[config.mk]
export PLATFORM = sky130hd
export DESIGN_NAME = acmc_top
export DESIGN_NICKNAME = d
export VERILOG_FILES = /design/src/acmc_pkg.sv /design/src/acmc_cal_if.sv /design/src/acmc_top.sv /design/src/acmc_rate_div.sv /design/src/acmc_cyc_cnt.sv
export SDC_FILE = /design/constraint.sdc
export NUM_CORES = 1
export LEC_CHECK = 0
export BUFFER_PORTS_ARGS = -buffer_cell sky130_fd_sc_hd__buf_2
export CORE_MARGIN = 2
export CORE_UTILIZATION = 45
export CTS_BUF_LIST = sky130_fd_sc_hd__clkbuf_16
export DETAILED_ROUTE_END_ITERATION = 10
export SYNTH_ARGS = -nofsm -noshare
export SYNTH_HDL_FRONTEND = slang
export SYNTH_HIERARCHICAL = 1
export SYNTH_SLANG_ARGS = --single-unit
[constraint.sdc]
create_clock -name clock -period 12.1 [get_ports clock]
set_clock_uncertainty 0.15 [all_clocks]
set_input_delay 1.815 -clock clock [delete_from_list [all_inputs] [get_ports clock]]
set_output_delay 1.815 -clock clock [all_outputs]
set_load 0.01 [all_outputs]
[src/acmc_pkg.sv]
/*
 * constants, field layout and state encoding for the converter mode and
 * calibration controller.
 * assumes a single 200 MHz clock and a 32-bit AXI4-Lite register port.
 */
package acmc_pkg;

  // ****************************************
  // timing
  // ****************************************
  localparam int unsigned CLK_PERIOD_NS = 5;
  localparam int unsigned CONV_PERIOD_NS = 60_000_000;
  localparam int unsigned CONV_CYC = (CONV_PERIOD_NS + CLK_PERIOD_NS - 1) / CLK_PERIOD_NS;
  localparam logic [2:0] ZS_CAL_CONV = 3'h2;
  localparam logic [2:0] FS_CAL_CONV_G1 = 3'h2;
  localparam logic [2:0] FS_CAL_CONV_GN = 3'h4;
  localparam logic [2:0] FIRST_CONV = 3'h2;

  // ****************************************
  // register offsets
  // ****************************************
  localparam logic [7:0] REG_MODE = 8'h00;
  localparam logic [7:0] REG_CONFIG = 8'h04;
  localparam logic [7:0] REG_STATUS = 8'h08;
  localparam logic [7:0] REG_DATA = 8'h0c;
  localparam logic [7:0] REG_OFFS_BASE = 8'h10;
  localparam logic [7:0] REG_FS_BASE = 8'h20;

  // ****************************************
  // field positions
  // ****************************************
  localparam int MODE_SEL_LSB = 0;
  localparam int MODE_GAIN_LSB = 4;
  localparam int MODE_CHAN_LSB = 8;
  localparam int CFG_EXC_BIT = 0;
  localparam int CFG_BURN_BIT = 1;
  localparam int CFG_BIAS_BIT = 2;
  localparam int CFG_CLK_DRV_BIT = 3;
  localparam int STS_RDY_BIT = 0;
  localparam int STS_BUSY_BIT = 1;
  localparam int STS_REFUSED_BIT = 2;
  localparam int STS_STATE_LSB = 4;

  // ****************************************
  // reset values and codes
  // ****************************************
  localparam logic [2:0] GAIN_ONE = 3'h0;
  localparam logic [2:0] GAIN_MAX = 3'h7;
  localparam logic [2:0] GAIN_RST = 3'h0;
  localparam logic [1:0] CHAN_RST = 2'h0;
  localparam logic [3:0] CFG_RST = 4'h0;
  localparam logic [23:0] OFFS_RST = 24'h800000;
  localparam logic [23:0] FS_RST = 24'h500000;
  localparam logic [1:0] RESP_OKAY = 2'h0;
  localparam logic [1:0] RESP_SLVERR = 2'h2;
  localparam logic [3:0] SEL_NONE = 4'hf;

  typedef enum logic [2:0] {
    ST_CONT = 3'b000,
    ST_SINGLE = 3'b001,
    ST_IDLE = 3'b010,
    ST_PDOWN = 3'b011,
    ST_ZCAL = 3'b100,
    ST_FCAL = 3'b101
  } acmc_state_t;

endpackage : acmc_pkg

[src/acmc_cal_if.sv]
/*
 * link between the controller, the conversion-rate divider and the
 * conversion counter.
 * assumes all three sit on the same clock.
 */
`timescale 1ns/10ps
interface acmc_cal_if;
  logic restart;
  logic run;
  logic tick;
  logic done;
  logic [2:0] target;
  logic [2:0] count;

  modport ctrl (output restart, output run, output target, input tick, input done, input count);
  modport div (input restart, input run, output tick);
  modport cnt (input restart, input tick, input target, output done, output count);
endinterface : acmc_cal_if

[src/acmc_top.sv]
/*
 * converter operating-mode and internal calibration controller with an
 * AXI4-Lite register port.
 * assumes conv_result is the filter output on the same clock, valid at
 * each conversion tick; rst_n may be asynchronous.
 */
// Our own choices: the AXI4-Lite slave port and the address map.
// Overview of operation
// - power-down switches off every powered circuit
// - zero-scale calibration shorts the enabled input
// - zero-scale calibration takes two conversion cycles
// - data-ready high at calibration start, low at end
// - finished calibration drops automatically into idle
// - zero-scale result goes to channel offset register
// - full-scale calibration applies internal full-scale voltage
// - gain one full-scale calibration takes two cycles
// - higher gain full-scale calibration takes four cycles (top gain code refused)
// - full-scale result goes to channel full-scale register
// - idle holds filter, modulator reset, clocks running
`timescale 1ns/10ps
module acmc_top import acmc_pkg::*; #(
  parameter int unsigned CONV_CYC_P = CONV_CYC,
  parameter int NUM_CH = 3,
  parameter int COEF_W = 24
) (
  // clock and reset
  input wire logic clock,
  input wire logic rst_n,
  // axi4-lite write
  input wire logic [7:0] s_axi_awaddr,
  input wire logic s_axi_awvalid,
  output logic s_axi_awready,
  input wire logic [31:0] s_axi_wdata,
  input wire logic [3:0] s_axi_wstrb,
  input wire logic s_axi_wvalid,
  output logic s_axi_wready,
  output logic [1:0] s_axi_bresp,
  output logic s_axi_bvalid,
  input wire logic s_axi_bready,
  // axi4-lite read
  input wire logic [7:0] s_axi_araddr,
  input wire logic s_axi_arvalid,
  output logic s_axi_arready,
  output logic [31:0] s_axi_rdata,
  output logic [1:0] s_axi_rresp,
  output logic s_axi_rvalid,
  input wire logic s_axi_rready,
  // filter result
  input wire logic [COEF_W-1:0] conv_result,
  // analogue controls
  output logic rdy_n,
  output logic excitation_en,
  output logic burnout_en,
  output logic bias_gen_en,
  output logic clock_output_driver_en,
  output logic modulator_clk_en,
  output logic filter_reset,
  output logic input_short_en,
  output logic fs_ref_en
);

  // ****************************************
  // reset release
  // ****************************************
  logic [1:0] rst_pipe_q;
  logic rst_sync_n;

  always_ff @(posedge clock or negedge rst_n) begin
    if (!rst_n) begin
      rst_pipe_q <= 2'b00;
    end else begin
      rst_pipe_q <= {rst_pipe_q[0], 1'b1};
    end
  end
  assign rst_sync_n = rst_pipe_q[1];

  // ****************************************
  // address decode
  // ****************************************
  function automatic logic [3:0] reg_sel(input logic [7:0] addr);
    logic [3:0] sel;
    sel = SEL_NONE;
    if (addr == REG_MODE) begin
      sel = 4'h0;
    end else if (addr == REG_CONFIG) begin
      sel = 4'h1;
    end else if (addr == REG_STATUS) begin
      sel = 4'h2;
    end else if (addr == REG_DATA) begin
      sel = 4'h3;
    end else if (addr >= REG_OFFS_BASE && addr < REG_OFFS_BASE + 8'(4 * NUM_CH)
                 && addr[1:0] == 2'b00) begin
      sel = 4'h4 + 4'((addr - REG_OFFS_BASE) >> 2);
    end else if (addr >= REG_FS_BASE && addr < REG_FS_BASE + 8'(4 * NUM_CH)
                 && addr[1:0] == 2'b00) begin
      sel = 4'h8 + 4'((addr - REG_FS_BASE) >> 2);
    end
    return sel;
  endfunction : reg_sel

  function automatic logic [31:0] merge(input logic [31:0] old, input logic [31:0] nw,
                                        input logic [3:0] strb);
    logic [31:0] res;
    res = old;
    for (int b = 0; b < 4; b++) begin
      if (strb[b]) begin
        res[8*b +: 8] = nw[8*b +: 8];
      end
    end
    return res;
  endfunction : merge

  // ****************************************
  // axi4-lite write channel
  // ****************************************
  logic aw_hold_q, w_hold_q, bvalid_q;
  logic [7:0] awaddr_q;
  logic [31:0] wdata_q;
  logic [3:0] wstrb_q;
  logic [1:0] bresp_q;
  logic do_write;
  logic [3:0] wsel;

  assign s_axi_awready = !aw_hold_q && !bvalid_q;
  assign s_axi_wready = !w_hold_q && !bvalid_q;
  assign do_write = aw_hold_q && w_hold_q && !bvalid_q;
  assign wsel = reg_sel(awaddr_q);

  always_ff @(posedge clock or negedge rst_sync_n) begin
    if (!rst_sync_n) begin
      aw_hold_q <= 1'b0;
      w_hold_q <= 1'b0;
      awaddr_q <= 8'h0;
      wdata_q <= 32'h0;
      wstrb_q <= 4'h0;
      bvalid_q <= 1'b0;
      bresp_q <= RESP_OKAY;
    end else begin
      if (s_axi_awvalid && s_axi_awready) begin
        aw_hold_q <= 1'b1;
        awaddr_q <= s_axi_awaddr;
      end
      if (s_axi_wvalid && s_axi_wready) begin
        w_hold_q <= 1'b1;
        wdata_q <= s_axi_wdata;
        wstrb_q <= s_axi_wstrb;
      end
      if (do_write) begin
        aw_hold_q <= 1'b0;
        w_hold_q <= 1'b0;
        bvalid_q <= 1'b1;
        bresp_q <= (wsel == SEL_NONE || wsel == 4'h3) ? RESP_SLVERR : RESP_OKAY;
      end else if (bvalid_q && s_axi_bready) begin
        bvalid_q <= 1'b0;
      end
    end
  end
  assign s_axi_bvalid = bvalid_q;
  assign s_axi_bresp = bresp_q;

  // ****************************************
  // mode and configuration fields
  // ****************************************
  acmc_state_t state_q, state_d;
  logic [2:0] gain_q;
  logic [1:0] chan_q;
  logic [3:0] cfg_q;
  logic [31:0] mode_view, mode_new;
  logic mode_wr;
  logic [2:0] wr_mode, wr_gain;
  logic [1:0] wr_chan;

  always_comb begin
    mode_view = 32'h0;
    mode_view[MODE_SEL_LSB +: 3] = state_q;
    mode_view[MODE_GAIN_LSB +: 3] = gain_q;
    mode_view[MODE_CHAN_LSB +: 2] = chan_q;
  end
  assign mode_new = merge(mode_view, wdata_q, wstrb_q);
  assign mode_wr = do_write && wsel == 4'h0;
  assign wr_mode = mode_new[MODE_SEL_LSB +: 3];
  assign wr_gain = mode_new[MODE_GAIN_LSB +: 3];
  assign wr_chan = mode_new[MODE_CHAN_LSB +: 2];

  always_ff @(posedge clock or negedge rst_sync_n) begin
    if (!rst_sync_n) begin
      gain_q <= GAIN_RST;
      chan_q <= CHAN_RST;
    end else if (mode_wr) begin
      gain_q <= wr_gain;
      chan_q <= wr_chan;
    end
  end

  always_ff @(posedge clock or negedge rst_sync_n) begin
    if (!rst_sync_n) begin
      cfg_q <= CFG_RST;
    end else if (do_write && wsel == 4'h1) begin
      cfg_q <= 4'(merge({28'h0, cfg_q}, wdata_q, wstrb_q));
    end
  end

  // ****************************************
  // sequencing
  // ****************************************
  acmc_cal_if cal ();
  logic start_op, refuse, zs_wr, fs_wr, data_upd, cal_busy;
  logic [2:0] target_d, target_q;

  acmc_rate_div #(.CYC(CONV_CYC_P)) acmc_rate_div_inst (
    .clock(clock),
    .rst_sync_n(rst_sync_n),
    .link(cal.div)
  );

  acmc_cyc_cnt acmc_cyc_cnt_inst (
    .clock(clock),
    .rst_sync_n(rst_sync_n),
    .link(cal.cnt)
  );

  always_comb begin
    state_d = state_q;
    start_op = 1'b0;
    refuse = 1'b0;
    zs_wr = 1'b0;
    fs_wr = 1'b0;
    data_upd = 1'b0;
    target_d = FIRST_CONV;
    if (mode_wr) begin
      case (wr_mode)
        ST_FCAL: begin
          if (wr_gain == GAIN_MAX) begin
            refuse = 1'b1;
            state_d = ST_IDLE;
          end else begin
            start_op = 1'b1;
            state_d = ST_FCAL;
            target_d = (wr_gain == GAIN_ONE) ? FS_CAL_CONV_G1 : FS_CAL_CONV_GN;
          end
        end
        ST_ZCAL: begin
          start_op = 1'b1;
          state_d = ST_ZCAL;
          target_d = ZS_CAL_CONV;
        end
        ST_CONT, ST_SINGLE: begin
          start_op = 1'b1;
          state_d = acmc_state_t'(wr_mode);
        end
        ST_PDOWN: state_d = ST_PDOWN;
        default: state_d = ST_IDLE;
      endcase
    end else begin
      case (state_q)
        ST_ZCAL: begin
          if (cal.done) begin
            zs_wr = 1'b1;
            state_d = ST_IDLE;
          end
        end
        ST_FCAL: begin
          if (cal.done) begin
            fs_wr = 1'b1;
            state_d = ST_IDLE;
          end
        end
        ST_SINGLE: begin
          if (cal.done) begin
            data_upd = 1'b1;
            state_d = ST_PDOWN;
          end
        end
        ST_CONT: data_upd = cal.done || (cal.tick && cal.count == target_q);
        default: ;
      endcase
    end
  end

  always_ff @(posedge clock or negedge rst_sync_n) begin
    if (!rst_sync_n) begin
      state_q <= ST_CONT;
      target_q <= FIRST_CONV;
    end else begin
      state_q <= state_d;
      if (start_op) begin
        target_q <= target_d;
      end
    end
  end

  assign cal.restart = start_op;
  assign cal.run = state_q == ST_CONT || state_q == ST_SINGLE || cal_busy;
  assign cal.target = target_q;
  assign cal_busy = state_q == ST_ZCAL || state_q == ST_FCAL;

  // ****************************************
  // coefficients, data and flags
  // ****************************************
  logic [COEF_W-1:0] offs_q [NUM_CH];
  logic [COEF_W-1:0] fs_q [NUM_CH];
  logic [COEF_W-1:0] data_q;
  logic rdy_n_q, refused_q, data_rd;

  for (genvar c = 0; c < NUM_CH; c++) begin : g_coef
    always_ff @(posedge clock or negedge rst_sync_n) begin
      if (!rst_sync_n) begin
        offs_q[c] <= OFFS_RST;
        fs_q[c] <= FS_RST;
      end else begin
        if (zs_wr && chan_q == 2'(c)) begin
          offs_q[c] <= conv_result;
        end else if (do_write && wsel == 4'h4 + 4'(c)) begin
          offs_q[c] <= COEF_W'(merge(32'(offs_q[c]), wdata_q, wstrb_q));
        end
        if (fs_wr && chan_q == 2'(c)) begin
          fs_q[c] <= conv_result;
        end else if (do_write && wsel == 4'h8 + 4'(c)) begin
          fs_q[c] <= COEF_W'(merge(32'(fs_q[c]), wdata_q, wstrb_q));
        end
      end
    end
  end

  always_ff @(posedge clock or negedge rst_sync_n) begin
    if (!rst_sync_n) begin
      data_q <= '0;
      rdy_n_q <= 1'b1;
    end else begin
      if (data_upd) begin
        data_q <= conv_result;
      end
      if (zs_wr || fs_wr || data_upd) begin
        rdy_n_q <= 1'b0;
      end else if (start_op || data_rd) begin
        rdy_n_q <= 1'b1;
      end
    end
  end
  assign rdy_n = rdy_n_q;

  always_ff @(posedge clock or negedge rst_sync_n) begin
    if (!rst_sync_n) begin
      refused_q <= 1'b0;
    end else if (refuse) begin
      refused_q <= 1'b1;
    end else if (do_write && wsel == 4'h2 && wstrb_q[0] && wdata_q[STS_REFUSED_BIT]) begin
      refused_q <= 1'b0;
    end
  end

  // ****************************************
  // analogue controls
  // ****************************************
  logic pwr_on;
  assign pwr_on = state_d != ST_PDOWN;

  always_ff @(posedge clock or negedge rst_sync_n) begin
    if (!rst_sync_n) begin
      excitation_en <= 1'b0;
      burnout_en <= 1'b0;
      bias_gen_en <= 1'b0;
      clock_output_driver_en <= 1'b0;
      modulator_clk_en <= 1'b1;
      filter_reset <= 1'b0;
      input_short_en <= 1'b0;
      fs_ref_en <= 1'b0;
    end else begin
      excitation_en <= pwr_on && cfg_q[CFG_EXC_BIT];
      burnout_en <= pwr_on && cfg_q[CFG_BURN_BIT];
      bias_gen_en <= pwr_on && cfg_q[CFG_BIAS_BIT];
      clock_output_driver_en <= pwr_on && cfg_q[CFG_CLK_DRV_BIT];
      modulator_clk_en <= pwr_on;
      filter_reset <= state_d == ST_IDLE || state_d == ST_PDOWN;
      input_short_en <= state_d == ST_ZCAL;
      fs_ref_en <= state_d == ST_FCAL;
    end
  end

  // ****************************************
  // axi4-lite read channel
  // ****************************************
  logic rvalid_q;
  logic [31:0] rdata_q, rmux;
  logic [1:0] rresp_q;
  logic [3:0] rsel;

  assign rsel = reg_sel(s_axi_araddr);
  assign s_axi_arready = !rvalid_q;
  assign data_rd = s_axi_arvalid && s_axi_arready && rsel == 4'h3;

  always_comb begin
    rmux = 32'h0;
    if (rsel == 4'h0) begin
      rmux = mode_view;
    end else if (rsel == 4'h1) begin
      rmux[3:0] = cfg_q;
    end else if (rsel == 4'h2) begin
      rmux[STS_RDY_BIT] = rdy_n_q;
      rmux[STS_BUSY_BIT] = cal_busy;
      rmux[STS_REFUSED_BIT] = refused_q;
      rmux[STS_STATE_LSB +: 3] = state_q;
    end else if (rsel == 4'h3) begin
      rmux[COEF_W-1:0] = data_q;
    end else if (rsel >= 4'h4 && rsel < 4'h4 + 4'(NUM_CH)) begin
      rmux[COEF_W-1:0] = offs_q[2'(rsel - 4'h4)];
    end else if (rsel >= 4'h8 && rsel < 4'h8 + 4'(NUM_CH)) begin
      rmux[COEF_W-1:0] = fs_q[2'(rsel - 4'h8)];
    end
  end

  always_ff @(posedge clock or negedge rst_sync_n) begin
    if (!rst_sync_n) begin
      rvalid_q <= 1'b0;
      rdata_q <= 32'h0;
      rresp_q <= RESP_OKAY;
    end else if (s_axi_arvalid && s_axi_arready) begin
      rvalid_q <= 1'b1;
      rdata_q <= rmux;
      rresp_q <= (rsel == SEL_NONE) ? RESP_SLVERR : RESP_OKAY;
    end else if (rvalid_q && s_axi_rready) begin
      rvalid_q <= 1'b0;
    end
  end
  assign s_axi_rvalid = rvalid_q;
  assign s_axi_rdata = rdata_q;
  assign s_axi_rresp = rresp_q;
endmodule : acmc_top

[src/acmc_rate_div.sv]
/*
 * conversion-rate divider: one-cycle tick per conversion period.
 * assumes restart and run come from logic on the same clock.
 */
`timescale 1ns/10ps
module acmc_rate_div #(
  parameter int unsigned CYC = 12000000
) (
  // clock and reset
  input wire logic clock,
  input wire logic rst_sync_n,
  // controller link
  acmc_cal_if.div link
);
  localparam logic [31:0] LAST = 32'(CYC - 1);
  logic [31:0] cnt_q;

  always_ff @(posedge clock or negedge rst_sync_n) begin
    if (!rst_sync_n) begin
      cnt_q <= 32'h0;
    end else if (link.restart || !link.run || cnt_q == LAST) begin
      cnt_q <= 32'h0;
    end else begin
      cnt_q <= cnt_q + 32'h1;
    end
  end

  assign link.tick = link.run && !link.restart && (cnt_q == LAST);
endmodule : acmc_rate_div

[src/acmc_cyc_cnt.sv]
/*
 * counts conversion ticks up to a target, flags the final one.
 * assumes tick from the rate divider on the same clock.
 */
`timescale 1ns/10ps
module acmc_cyc_cnt (
  // clock and reset
  input wire logic clock,
  input wire logic rst_sync_n,
  // controller link
  acmc_cal_if.cnt link
);
  logic [2:0] count_q;

  always_ff @(posedge clock or negedge rst_sync_n) begin
    if (!rst_sync_n) begin
      count_q <= 3'h0;
    end else if (link.restart) begin
      count_q <= 3'h0;
    end else if (link.tick && count_q != link.target) begin
      count_q <= count_q + 3'h1;
    end
  end

  assign link.count = count_q;
  assign link.done = link.tick && (count_q == link.target - 3'h1);
endmodule : acmc_cyc_cnt

# Word-level counts from Yosys, hierarchy flattened
# Index checks and enable logic that the tools add are counted.
# op_classes
add_sub_neg	13
order_cmp	14
n_eq_ne	39
mux	84
n_bitwise	2
reduce_logical	127
# op_table
operator	count
24-bit 2-to-1 mux	20
24-bit binary-select mux with 2-bit select	2
2-bit nonzero test	31
4-bit 2-to-1 mux	13
1-bit logical AND	46
2-bit AND reduction	20
3-bit 2-to-1 mux	12
32-bit by 1-bit adder with 32-bit output, second input constant	1
32-bit by 24-bit equality test with 1-bit output, second input constant	1
8-bit by 4-bit equality test with 1-bit output, second input constant	4
32-bit 2-to-1 mux	1
1-bit 2-to-1 mux	24
8-bit 2-to-1 mux	3
3-bit equality test, second input constant	7
4-bit equality test, second input constant	5
20-bit 2-to-1 mux	1
17-bit 2-to-1 mux	1
4-bit by 2-bit equality test with 1-bit output, second input constant	4
8-bit by 3-bit equality test with 1-bit output, second input constant	2
8-bit by 5-bit >= comparator with 1-bit output, second input constant	2
8-bit by 6-bit >= comparator with 1-bit output, second input constant	2
8-bit zero test	2
8-bit by 5-bit less-than comparator with 1-bit output, second input constant	2
8-bit by 6-bit less-than comparator with 1-bit output, second input constant	2
34 further kinds	71
# word_totals
register_bits	297
input_bits	83
out_inout_bits	50

# Depth between registers and ports, before layout
# Gate-level depths: netlist of the first run.
# depth
word_depth	22
mapped_depth	18
ltp_nobuf	16

# Hierarchy
# Netlist of the first run, hierarchy kept.
# by_module_without_submodules
mod	n_inst	cells_per_inst	area_per_inst_um2	seq_area_each_um2
acmc_top	1	1207	14463.9	6496.2
acmc_rate_div	1	164	1664.1	800.8
acmc_cyc_cnt	1	33	306.5	75.1

# Least setup slack after synthesis of the first run
# OpenSTA, ideal clock, no wires.
# synth_path
kind	reg-to-reg
startpoint	reg awaddr_q[4]
endpoint	reg offs_q[24] (netlist name)
setup_time_ps	128
t_arrival_ps	4499
required_ps	11822
slack_ps	7324
path_stages_with_launch	19
path_buffers	3
period_less_slack_ps	4776
path_cell_list	dfrtp_1 -> clkbuf_1 -> inv_1 -> ha_1 -> nor2b_1 -> a2111oi_4 -> buf_4 -> a32o_1 -> o211ai_4 -> nor2b_1 -> nand2b_1 -> nor3_1 -> nand3_1 -> nor2_1 -> nand2_1 -> nor3b_1 -> nand4b_2 -> buf_2 -> mux2_1
# synth_between
elab_chain_len	22
elab_cells_between_ends	39
cone_classes	add/sub (4); order compare (4); eq/ne (4); mux (11); reduce/logical (16)
# synth_lines
element	line_no	source
start: declaration	acmc_top.sv:117	logic [7:0] awaddr_q;
start signal: assignment	acmc_top.sv:141	awaddr_q <= s_axi_awaddr;
branches (longest 8 deep; another with 6-bit subtractor)	--	
4-bit 2-to-1 mux *	acmc_top.sv:83	if (addr == REG_MODE) begin
4-bit zero test *	acmc_top.sv:180	assign mode_wr = do_write && wsel == 4'h0;
1-bit logical AND *	acmc_top.sv:180	
1-bit 2-to-1 mux *	acmc_top.sv:230	if (mode_wr) begin
named net cal.restart	acmc_cal_if.sv:8	logic restart;
1-bit zero test *	acmc_rate_div.sv:28	assign link.tick = link.run && !link.restart && (cnt_q == LAST);
1-bit logical AND * (2 in a row)	acmc_rate_div.sv:28	
named net cal.tick	acmc_cal_if.sv:10	logic tick;
1-bit logical AND *	acmc_cyc_cnt.sv:26	assign link.done = link.tick && (count_q == link.target - 3'h1);
named net cal.done	acmc_cal_if.sv:11	logic done;
1-bit 2-to-1 mux *	acmc_top.sv:257	if (cal.done) begin
1-bit 2-to-1 mux *	acmc_top.sv:255	case (state_q)
1-bit 2-to-1 mux *	acmc_top.sv:230	
1-bit logical AND *	acmc_top.sv:311	if (zs_wr && chan_q == 2'(c)) begin
2-bit nonzero test (no source line)	--	
2-bit AND reduction (no source line)	--	
end signal: indexed assignment	acmc_top.sv:312	offs_q[c] <= conv_result;
end signal: indexed assignment	acmc_top.sv:314	offs_q[c] <= COEF_W'(merge(32'(offs_q[c]), wdata_q, wstrb_q));
end: declaration	acmc_top.sv:300	logic [COEF_W-1:0] offs_q [NUM_CH];
# Mark *: on every way through the listed nets, which the timed path passes.
# A chain may end at the register's enable or synchronous reset.

# Worst setup path in the final report of the first run
# layout_path
startpoint	reg awaddr_q[5]
endpoint	reg fs_q[56] (netlist name)
# layout_between
elab_chain_len	22
elab_cells_between_ends	39
cone_classes	add/sub (4); order compare (4); eq/ne (4); mux (11); reduce/logical (16)
# layout_lines
element	line_no	source
branches (longest 8 deep; another with 6-bit subtractor)	--	
4-bit 2-to-1 mux *	acmc_top.sv:83	
4-bit zero test *	acmc_top.sv:180	
1-bit logical AND *	acmc_top.sv:180	
1-bit 2-to-1 mux *	acmc_top.sv:230	
named net cal.restart	acmc_cal_if.sv:8	
1-bit zero test *	acmc_rate_div.sv:28	
1-bit logical AND * (2 in a row)	acmc_rate_div.sv:28	
named net cal.tick	acmc_cal_if.sv:10	
1-bit logical AND *	acmc_cyc_cnt.sv:26	
named net cal.done	acmc_cal_if.sv:11	
1-bit 2-to-1 mux *	acmc_top.sv:263	if (cal.done) begin
1-bit 2-to-1 mux *	acmc_top.sv:255	
1-bit 2-to-1 mux *	acmc_top.sv:230	
1-bit logical AND *	acmc_top.sv:316	if (fs_wr && chan_q == 2'(c)) begin
2-bit nonzero test (no source line)	--	
2-bit AND reduction (no source line)	--	
end signal: indexed assignment	acmc_top.sv:317	fs_q[c] <= conv_result;
end signal: indexed assignment	acmc_top.sv:319	fs_q[c] <= COEF_W'(merge(32'(fs_q[c]), wdata_q, wstrb_q));
end: declaration	acmc_top.sv:301	logic [COEF_W-1:0] fs_q [NUM_CH];
# Marks and branches as above.

==> results of run 1 <==
Yosys cell counts, types with 11 or more instances:
cell	count
nand4_1	14
nand3_1	36
nand4_2	15
mux2i_1	52
nand2_1	75
a211oi_1	18
clkbuf_1	41
and3_1	13
dfrtp_1	282
mux2_1	21
ha_1	13
o21ai_0	54
o2bb2ai_1	13
xnor2_1	12
nor2_1	66
nor3_1	24
xor2_1	26
a221oi_1	15
buf_4	22
mux2_2	333
a21oi_1	40
inv_1	18
a21boi_0	11
dfstp_2	12
per-stage QoR:
step / worst slack (ns) / power [mW] / cell area [um2] / instances
after floorplan: 3.17 / 1.61 / 16500 / 1417
after global placement: 5.62 / 1.78 / 17400 / 1932
after detailed placement: 5.49 / 1.79 / 17400 / 1932
after CTS: 5.47 / 2.85 / 18600 / 1998
after global routing: 5.00 / 2.95 / 18600 / 1999
final: 5.44 / 2.81 / 18600 / 2001
layout make-up:
class / instances / share of cell area [%]
Sequential cell: 294 / 39.7
Multi-Input combinational cell: 1022 / 46.6
Clock buffer: 38 / 5.12
Inverter: 18 / 0.364
Timing Repair Buffer: 137 / 4.03
Tap cell: 461 / 3.11
Antenna cell: 3 / 0.0404
Clock inverter: 28 / 0.997
path summary, 6_finish.rpt:
| check | from | endpoint |
|---|---|---|
| setup reg to reg | awaddr_q[5] | fs_q[56] |
| setup / recovery | awaddr_q[5] | fs_q[56] |
| hold / removal | rst_pipe_q[1] | fs_q[13] |
| max in group asynchronous | rst_pipe_q[1] | gain_q[2] |
| min in group clock | rst_pipe_q[0] | rst_pipe_q[1] |
| hold reg to reg | rst_pipe_q[1] | fs_q[13] |
flip-flops by register name (all words and copies together), names as in the netlist, 4 cells and up:
signal	flops
cfg_q	4
offs_q	72
data_q	24
wdata_q	24
awaddr_q	8
acmc_rate_div_inst/cnt_q	32
fs_q	72
s_axi_rdata	24
power by group through the flow:
stage	Clock (mW)	Sequential (mW)	Combinational [mW]
final	1.04	1.26	0.519
after floorplan	0	1.19	0.414
after global placement	0	1.27	0.508
after CTS	1.07	1.26	0.522
after detailed placement	0	1.27	0.518
after global routing	1.10	1.28	0.570
kinds of logic after synthesis:
| group | count (synthesis) | share of synthesized area (%) |
|---|---|---|
| multiplexers | 408 | 27.6 |
| flip-flops | 294 | 44.9 |
| adder cells (fa/ha/maj) | 13 | 0.990 |
| XOR/XNOR | 39 | 2.12 |
| AND/OR/NAND/NOR | 322 | 11.5 |
| other | 2 | 0.0457 |
| AO/OA/AOI/OAI | 225 | 9.76 |
| buffers and inverters | 101 | 3.04 |
worst reg2reg max path, cell delays in order, from the launching register on:
cell,delay [ns]
dfrtp_1,0.52
inv_1,0.20
ha_1,0.24
and3_1,0.21
a2111oi_4,0.76
and4bb_4,0.38
o211ai_4,0.38
nor2b_1,0.22
nand2b_1,0.31
nor3_1,0.77
nand3_1,0.15
nor2_1,0.26
nand2_1,0.21
nor3b_1,0.41
nand4b_2,0.60
buf_4,0.48
mux2_2,0.30
per-layer routing:
layer | vias up | GRT usage (%) | routed length [um]
met5 | - | 0 | 0
met4 | 0 | 7.92 | 1410
met3 | 78 | 2.88 | 1720
met2 | 277 | 36.0 | 20200
met1 | 5887 | 33.0 | 20400
li1 | 5410 | - | -
==> results.txt, run 1 <==
Critical path buffer and inverter count = 2
Flop-to-flop setup slack = 5.44 ns
Slowest stage cell, crit path = nor3_1
Total Wirelength = 43.6 mm
Pins over their slew limit = 0
Fillers = 3252
Clk slew on worst S/H paths = 0.06 ns
Routed via count = 11652
PD cells = 152 mW/mm2
Period minus WS final = 6.66 ns
DRT antenna net count = 0
Max-slew headroom = 20.0%
Syn avg cell area = 11.7 um2
Yosys top cell area share = 42.9%
Slowest stage delay, CP = 0.77 ns
Most frequent cells in the layout = mux2_2 (333), dfrtp_1 (281), buf_2 (112), nand2_1 (74), nor2_1 (66)
CTS tree = done
Psw = 0.924 mW
Clock Latency Late Sink = 0.53 ns
Area Overhead vs Synth = 13.0%
Post-synth cell types = 87
Die width = 195 um
Synth area leaders = dfrtp_1 (43%), mux2_2 (23%), mux2i_1 (3.2%), dfstp_2 (1.9%), nand2_1 (1.7%)
FP Rows = 69
# DRC = 0
Slew @ Worst Pin = 1.19 ns
Final setup vio count = 0
Final Cycle Share = 55.0%
Resized Gates After CTS = 0
CP Cell Sequence = inv_1 > ha_1 > and3_1 > a2111oi_4 > and4bb_4 > o211ai_4 > nor2b_1 > nand2b_1 > nor3_1 > nand3_1 > nor2_1 > nand2_1 > nor3b_1 > nand4b_2 > buf_4 > mux2_2
Final Util = 52.0%
Gr usage total = 23.0%
Startpoint types = flop
Critical path class = flop to flop
Gpl congestion = 0.859
Boundary Pins = 133
Routed wire per std cell = 21.8 um
Clk buf depth = 3
Status = completed
TritonCTS Buffers = 36
Setup crit end kind = flop
Leakage = 8.84 nW
Die span in y = 195 um
DP HPWL = 29.5 mm
Yosys warnings = 6
Htree depth = 2
Clock power share = 36.9%
Port Buffers = 113
Switching share of total power = 32.8%
Routed vias/inst = 5.82
Hold buffer count at CTS = 0
Number of global-route vias before repair = 11595
Root Driver = clkbuf_16
Initial antenna violation count = 1
Register area share after synthesis = 44.9%
Synth Flop Type = dfrtp_1
Critical path fanouts, max = 14
Hold_ws = 0.115 ns
Critical Path Stages = 16
Largest delay share family, worst path = simple AND/OR/NAND/NOR gates
Setup TNS = 0 ns
Fmax = 150 MHz
Layout cells sized above 1 = 39.3%
Largest net degree at the start of global routing = 76
Starting Density = 46.0%
Postcts setup bufs = 0
Die footprint = 0.0381 mm2
First-pass GRT wire length = 68.3 mm
Post-synth EDFFs = 0
Sequential Power Share = 44.7%
FF+latch count, synth = 294
Fin. Hold Viols = 0
RSZ-0062 raised after global routing = false
Combinational power share = 18.4%
Hold WC Path Type = flop to async pin
Core area = 0.0357 mm2
Max-Cap Viols = 0
Nets = 1605
Mapped cell area = 0.0164 mm2
Router iterations before antenna repair = 5
Post-Syn Instances = 1404
Clock tree sinks = 294
Worst VDD drop = 0.000138 V
Critical path arrival = 6.92 ns
Worst R2R Path Depth = 16
Most common cell after layout, fill and taps aside = mux2_2
Area leader, netlist = dfrtp_1
Multi-input logic area = 0.00866 mm2
Register area = 0.00738 mm2
Internal = 1.89 mW
Synth async-reset ratio = 100%
Initial drt markers = 682
Total grt overflow = 0
Critical Path RT = 12.36 ns
Power figures use the tool's default switching activity.
==> run 2: changes to the inputs <==
==> constraint.sdc (replaced) <==
create_clock -name clock -period 6.8 [get_ports clock]
set_clock_uncertainty 0.15 [all_clocks]
set_input_delay 1.02 -clock clock [delete_from_list [all_inputs] [get_ports clock]]
set_output_delay 1.02 -clock clock [all_outputs]
set_load 0.01 [all_outputs]
==> results.txt, run 2 (synthesis gave the netlist of run 1 again) <==
Port Buffers = 113 (unchanged)
Layout cells sized above 1 = 38.8% (was 39.3%)
Initial drt markers = 623 (was 682)
Area Overhead vs Synth = 12.6% (was 13.0%)
RR Startpoint = awaddr_q[5] (unchanged)
DP HPWL = 29.5 mm (about the same)
Slew @ Worst Pin = 1.23 ns (was 1.19 ns)
FP Rows = 69 (unchanged)
Total grt overflow = 0 (unchanged)
Starting Density = 46.0% (unchanged)
Boundary Pins = 133 (unchanged)
First-pass GRT wire length = 68.9 mm (was 68.3 mm)
Worst VDD drop = 0.000334 V (was 0.000138 V)
Most frequent cells in the layout = mux2_2 (333), dfrtp_1 (281), buf_2 (112), nand2_1 (75), nor2_1 (66) (was mux2_2 (333), dfrtp_1 (281), buf_2 (112), nand2_1 (74), nor2_1 (66))
Nets = 1607 (was 1605)
Routed wire per std cell = 21.9 um (was 21.8 um)
Setup slack at placement = 0.932 ns (was 5.49 ns)
RSZ-0062 raised after global routing = false (unchanged)
Period minus WS final = 5.93 ns (was 6.66 ns)
Fin worst setup slack = 0.869 ns (was 5.44 ns)
Postcts setup bufs = 0 (unchanged)
Setup crit end kind = flop (unchanged)
R2r endpoint = offs_q[9] (was fs_q[56])
Router iterations before antenna repair = 5 (unchanged)
Placed Cells = 1935 (was 1932)
Initial antenna violation count = 4 (was 1)
Root Driver = clkbuf_16 (unchanged)
Pins over their slew limit = 0 (unchanged)
Gpl congestion = 0.882 (was 0.859)
Post-Layout Cell Count = 1998 (was 2001)
Clk slew on worst S/H paths = 0.06 ns (about the same)
Most common cell after layout, fill and taps aside = mux2_2 (unchanged)
PD cells = 264 mW/mm2 (was 152 mW/mm2)
Die footprint = 0.0381 mm2 (unchanged)
# DRC = 0 (unchanged)
Clock tree sinks = 294 (unchanged)
Leakage = 8.83 nW (was 8.84 nW)
Clock Latency Late Sink = 0.52 ns (was 0.53 ns)
Routed via count = 11603 (was 11652)
Final Cycle Share = 87.2% (was 55.0%)
Routed vias/inst = 5.81 (was 5.82)
TritonCTS Buffers = 35 (was 36)
Critical Path RT = 7.04 ns (was 12.36 ns)
Status = completed (unchanged)
Hold_ws = 0.127 ns (was 0.115 ns)
Hold buffer count at CTS = 0 (unchanged)
Hold WC Path Type = input port to async pin (was flop to async pin)
Max-slew headroom = 16.0% (was 20.0%)
Critical path class = flop to flop (unchanged)
Startpoint types = flop (unchanged)
Htree depth = 2 (unchanged)
Core area = 0.0357 mm2 (unchanged)
Worst R2R Path Depth = 18 (was 16)
Resized Gates After CTS = 0 (unchanged)
DRT antenna net count = 0 (unchanged)
Total Wirelength = 43.8 mm (was 43.6 mm)
Die width = 195 um (unchanged)
Final setup vio count = 0 (unchanged)
CTS tree = done (unchanged)
Regs by FF count = fs_q (72), offs_q (72), acmc_rate_div_inst/cnt_q (32) (unchanged)
Setup TNS = 0 ns (unchanged)
Fmax = 169 MHz (was 150 MHz)
Design area = 0.0185 mm2 (was 0.0186 mm2)
Flop-to-flop setup slack = 0.87 ns (was 5.44 ns)
Area after DPL = 0.0175 mm2 (was 0.0174 mm2)
Critical path fanouts, max = 13 (was 14)
Clk buf depth = 3 (unchanged)
Max-Cap Viols = 0 (unchanged)
Gr usage total = 23.1% (was 23.0%)
Critical path arrival = 6.17 ns (was 6.92 ns)
Fin. Hold Viols = 0 (unchanged)
Largest net degree at the start of global routing = 160 (was 76)
Die span in y = 195 um (unchanged)
Number of global-route vias before repair = 11692 (was 11595)
==> run 2: cell types whose count changed in the layout (fill, tap and decap cells not counted) <==
cell       change
clkinv_1       -2
nand2_2        -1
buf_4          +1
clkinv_2       -7
clkinv_8       -1
diode_2        -1
bufinv_16      -2
buf_12         +2
inv_1          +8
nand2_1        +1
clkbuf_16      -1
==> run 2: how the worst max path moves through the flow <==
stage                  start                               to  slack, ns  cells past startpoint
2_1_floorplan  rst_pipe_q[1]  acmc_cyc_cnt_inst/link.count[0]       1.85                      0
3_3_place_gp     awaddr_q[5]                        offs_q[1]       1.10                     18
3_5_place_dp     awaddr_q[5]                        offs_q[1]       0.93                     18
4_1_cts          awaddr_q[5]                        offs_q[9]       0.88                     18
5_1_grt          awaddr_q[5]                        offs_q[9]       0.50                     18
6_report         awaddr_q[5]                        offs_q[9]       0.87                     18
==> run 2: area by class of cell <==
type	instances	area (um2)
fillers	3224	17200
multi-input cells	1022	8650
flip-flops and latches	294	7380
clock buffers	37	926
repair buffers	140	796
well taps	461	577
clock inverters	24	96.3
inverters	18	67.6
diodes	2	5.00
==> run 2: per-layer routing <==
layer  track usage, %  routed length (um)  vias up
met4             5.32                 746        6
met1             32.0               20300     5873
li1                 -                   -     5391
met5                0                  38        -
met2             38.3               20700      271
met3             3.47                2070       62
==> run 2: critical path, cell delays in order (launching register included) <==
cell	delay (ns)
dfrtp_1	0.52
inv_1	0.19
ha_1	0.23
and3_1	0.21
a2111oi_4	0.32
buf_4	0.25
and4bb_4	0.30
o211ai_4	0.44
nor2b_1	0.22
nand2b_1	0.30
nor3_1	0.23
buf_4	0.19
nand3_1	0.07
nor2_1	0.23
nand2_1	0.26
nor3_1	0.37
nand4_2	0.53
buf_4	0.43
mux2_1	0.35
==> run 2: report_power, final <==
group	total [mW]	internal, mW	leakage (nW)	switching [mW]
combinational	0.937	0.371	4.34	0.565
clock	1.70	0.973	0.553	0.724
sequential	2.25	1.91	3.94	0.335
==> run 2: through the flow <==
stage	power [mW]	util, %
floorplan	2.86	-
global placement	3.19	48.9
detailed placement	3.22	48.9
CTS	4.94	51.7
global route	5.13	51.7
finish	4.88	51.8
==> run 3: changes to the inputs <==
--- a/config.mk
+++ b/config.mk
@@ -5,8 +5,10 @@
 export SDC_FILE = /design/constraint.sdc
 export NUM_CORES = 1
 export LEC_CHECK = 0
+export ABC_AREA = 1
 export BUFFER_PORTS_ARGS = -buffer_cell sky130_fd_sc_hd__buf_2
-export CORE_MARGIN = 2
+export CAP_MARGIN = 20
+export CORE_MARGIN = 1.5
 export CORE_UTILIZATION = 45
 export CTS_BUF_LIST = sky130_fd_sc_hd__clkbuf_16
 export DETAILED_ROUTE_END_ITERATION = 10
==> results.txt, run 3 <==
Critical path arrival = 5.60 ns (was 6.17 ns)
Fillers = 3622 (was 3224)
DRT antenna net count = 0 (unchanged)
Yosys top cell area share = 41.9% (was 42.9%)
Clk slew on worst S/H paths = 0.06 ns (about the same)
Final setup vio count = 0 (unchanged)
Clock Latency Late Sink = 0.56 ns (was 0.52 ns)
Synth async-reset ratio = 100% (unchanged)
Hold buffer count at CTS = 0 (unchanged)
Router iterations before antenna repair = 6 (was 5)
Leakage = 8.97 nW (was 8.83 nW)
Setup TNS = 0 ns (unchanged)
# diodes = 0 (was 2)
Hold_ws = 0.0879 ns (was 0.127 ns)
Layout cells sized above 1 = 16.3% (was 38.8%)
Multi-input logic area = 0.00810 mm2 (was 0.00865 mm2)
Post-Layout Cell Count = 2725 (was 1998)
Total grt overflow = 0 (unchanged)
# DRC = 0 (unchanged)
PD cells = 248 mW/mm2 (was 264 mW/mm2)
Largest net degree at the start of global routing = 163 (was 160)
CTS tree = done (unchanged)
Status = completed (unchanged)
Boundary Pins = 133 (unchanged)
Initial drt markers = 1499 (was 623)
Routed vias/inst = 5.57 (was 5.81)
Critical path class = flop to flop (unchanged)
Most frequent cells after synthesis = nand2_1 (497), nand3_1 (385), dfrtp_1 (282) (was mux2_2 (333), dfrtp_1 (282), nand2_1 (75))
Fmax = 188 MHz (was 169 MHz)
RSZ-0062 raised after global routing = false (unchanged)
Mapped cell area = 0.0168 mm2 (was 0.0164 mm2)
Core area = 0.0367 mm2 (was 0.0357 mm2)
FF+latch count, synth = 294 (unchanged)
Die span in y = 196 um (was 195 um)
Fin. Hold Viols = 0 (unchanged)
Overall power = 4.63 mW (was 4.88 mW)
Clk buf depth = 3 (unchanged)
FP Rows = 70 (was 69)
Routed wire per std cell = 18.6 um (was 21.9 um)
Final Cycle Share = 78.4% (was 87.2%)
Synth area leaders = dfrtp_1 (42%), nand3_1 (11%), nand2_1 (11%), nor2_1 (4.0%), inv_1 (3.9%) (was dfrtp_1 (43%), mux2_2 (23%), mux2i_1 (3.2%), dfstp_2 (1.9%), nand2_1 (1.7%))
Postcts setup bufs = 0 (unchanged)
Setup crit end kind = flop (unchanged)
Most common cell in the synthesized netlist = nand2_1 (was mux2_2)
DP HPWL = 35.7 mm (was 29.5 mm)
Resized Gates After CTS = 0 (unchanged)
Post-synth EDFFs = 0 (unchanged)
Post-Syn Instances = 2157 (was 1404)
Area leader, netlist = dfrtp_1 (unchanged)
Max-Cap Viols = 0 (unchanged)
Routed via count = 15178 (was 11603)
Register area share after synthesis = 43.8% (was 44.9%)
Syn avg cell area = 7.81 um2 (was 11.7 um2)
Nets = 2327 (was 1607)
Gr usage total = 26.5% (was 23.1%)
First-pass GRT wire length = 80.1 mm (was 68.9 mm)
Hold WC Path Type = input port to async pin (unchanged)
Yosys warnings = 6 (unchanged)
Total Wirelength = 50.8 mm (was 43.8 mm)
Most common cell after layout, fill and taps aside = nand2_1 (was mux2_2)
Area Overhead vs Synth = 10.8% (was 12.6%)
Number of global-route vias before repair = 14088 (was 11692)
Period minus WS final = 5.33 ns (was 5.93 ns)
Clock tree sinks = 294 (unchanged)
Die footprint = 0.0386 mm2 (was 0.0381 mm2)
Register area = 0.00738 mm2 (unchanged)
Worst VDD drop = 0.000256 V (was 0.000334 V)
Starting Density = 45.9% (was 46.0%)
Critical Path RT = 7.07 ns (was 7.04 ns)
Htree depth = 2 (unchanged)
Slew @ Worst Pin = 1.09 ns (was 1.23 ns)
TritonCTS Buffers = 35 (unchanged)
Root Driver = clkbuf_16 (unchanged)
Die width = 196 um (was 195 um)
Gpl congestion = 0.903 (was 0.882)
Port Buffers = 113 (unchanged)
Initial antenna violation count = 0 (was 4)
Synth Flop Type = dfrtp_1 (unchanged)
Post-synth cell types = 50 (was 87)
Critical path fanouts, max = 66 (was 13)
Placed Cells = 2661 (was 1935)
Max-slew headroom = 27.4% (was 16.0%)
Most frequent cells in the layout = nand2_1 (497), nand3_1 (385), dfrtp_1 (281), inv_1 (182), nor2_1 (177) (was mux2_2 (333), dfrtp_1 (281), buf_2 (112), nand2_1 (75), nor2_1 (66))
Startpoint types = flop (unchanged)
Regs by FF count = fs_q (72), offs_q (72), acmc_rate_div_inst/cnt_q (32) (unchanged)
Pins over their slew limit = 0 (unchanged)
-- run 3: cell types whose count changed in the layout (fill, tap and decap cells not counted), sizes merged, moves of 15 or more --
| cell | before | now |
|---|---|---|
| inv | 33 | 209 |
| o211ai | 2 | 50 |
| a211oi | 18 | 0 |
| nand2 | 75 | 521 |
| mux2i | 54 | 0 |
| nand4 | 29 | 99 |
| o21ai | 54 | 118 |
| nor3 | 34 | 12 |
| nand3 | 36 | 422 |
| mux2 | 354 | 22 |
| clkinv | 8 | 23 |
| a221oi | 15 | 0 |
| nor2 | 73 | 216 |
-- run 3: path summary, 6_finish.rpt --
path                       cells after the start  slack, ns         endpoint     startpoint
setup / recovery                              22       1.47         fs_q[55]     wstrb_q[0]
hold / removal                                 1       0.09    rst_pipe_q[1]          rst_n
setup reg to reg                              22       1.47         fs_q[55]     wstrb_q[0]
hold reg to reg                                0       0.16          fs_q[5]  rst_pipe_q[1]
max in group asynchronous                      1       4.89  s_axi_rdata[23]  rst_pipe_q[1]
min in group clock                             0       0.20    rst_pipe_q[1]  rst_pipe_q[0]
-- run 3: cell type report --
type / instances / area share (%)
timing repair buffer: 134 / 4.05
sequential: 294 / 39.5
multi-input combinational: 1560 / 43.4
tap: 468 / 3.14
clock buffer: 35 / 4.69
clock inverter: 28 / 1.04
inverter: 206 / 4.14
-- run 3: stage by stage --
stage | utilization, % | worst slack (ns) | cell area (um2)
2_1_floorplan | - | 1.85 | 16900
3_3_place_gp | 47.8 | 1.64 | 17600
3_5_place_dp | 47.8 | 1.51 | 17600
4_1_cts | 50.8 | 1.48 | 18600
5_1_grt | 50.8 | 0.921 | 18700
6_report | 50.8 | 1.47 | 18700
-- run 3: kinds of logic after synthesis --
group	count (synthesis)	synth area share (%)
DFF	294	43.8
buffers and inverters	314	8.51
adders and majority gates	13	0.966
muxes	22	1.47
xor gates and xnor gates	18	0.936
and+or+nand+nor	1277	36.3
AOI/OAI and AO/OA	217	7.94
other	2	0.0446
-- run 3: power breakdown --
| part | leakage, nW | total, mW | internal, mW | switching [mW] |
|---|---|---|---|---|
| Sequential | 3.73 | 2.20 | 1.90 | 0.298 |
| Clock | 0.551 | 1.79 | 1.02 | 0.770 |
| Combinational | 4.68 | 0.650 | 0.224 | 0.426 |
| Total | 8.97 | 4.63 | 3.14 | 1.49 |
-- run 3: layer usage --
metal / vias up / wire, um / GRT usage, %
li1: 7333 / - / -
met1: 7173 / 24200 / 40.3
met2: 595 / 20900 / 36.7
met3: 77 / 4440 / 6.30
met4: 0 / 1260 / 8.63
met5: - / 0 / 0
-- run 3: critical path, cell delays in order, from the launching register on --
cell and delay [ns]:
dfrtp_1 0.47, buf_4 0.26, inv_1 0.21, nand2_1 0.08
nand2_1 0.08, inv_1 0.05, nor3_1 0.31, inv_1 0.11
nor2_1 0.10, inv_1 0.06, nor2_1 0.08, nand3b_1 0.18
inv_1 0.12, nor3_1 0.58, o21ai_0 0.22, nor3_2 0.33
inv_1 0.17, nor4_4 0.37, buf_4 0.46, nand3_2 0.10
buf_4 0.38, nand3_1 0.17, o211ai_2 0.10
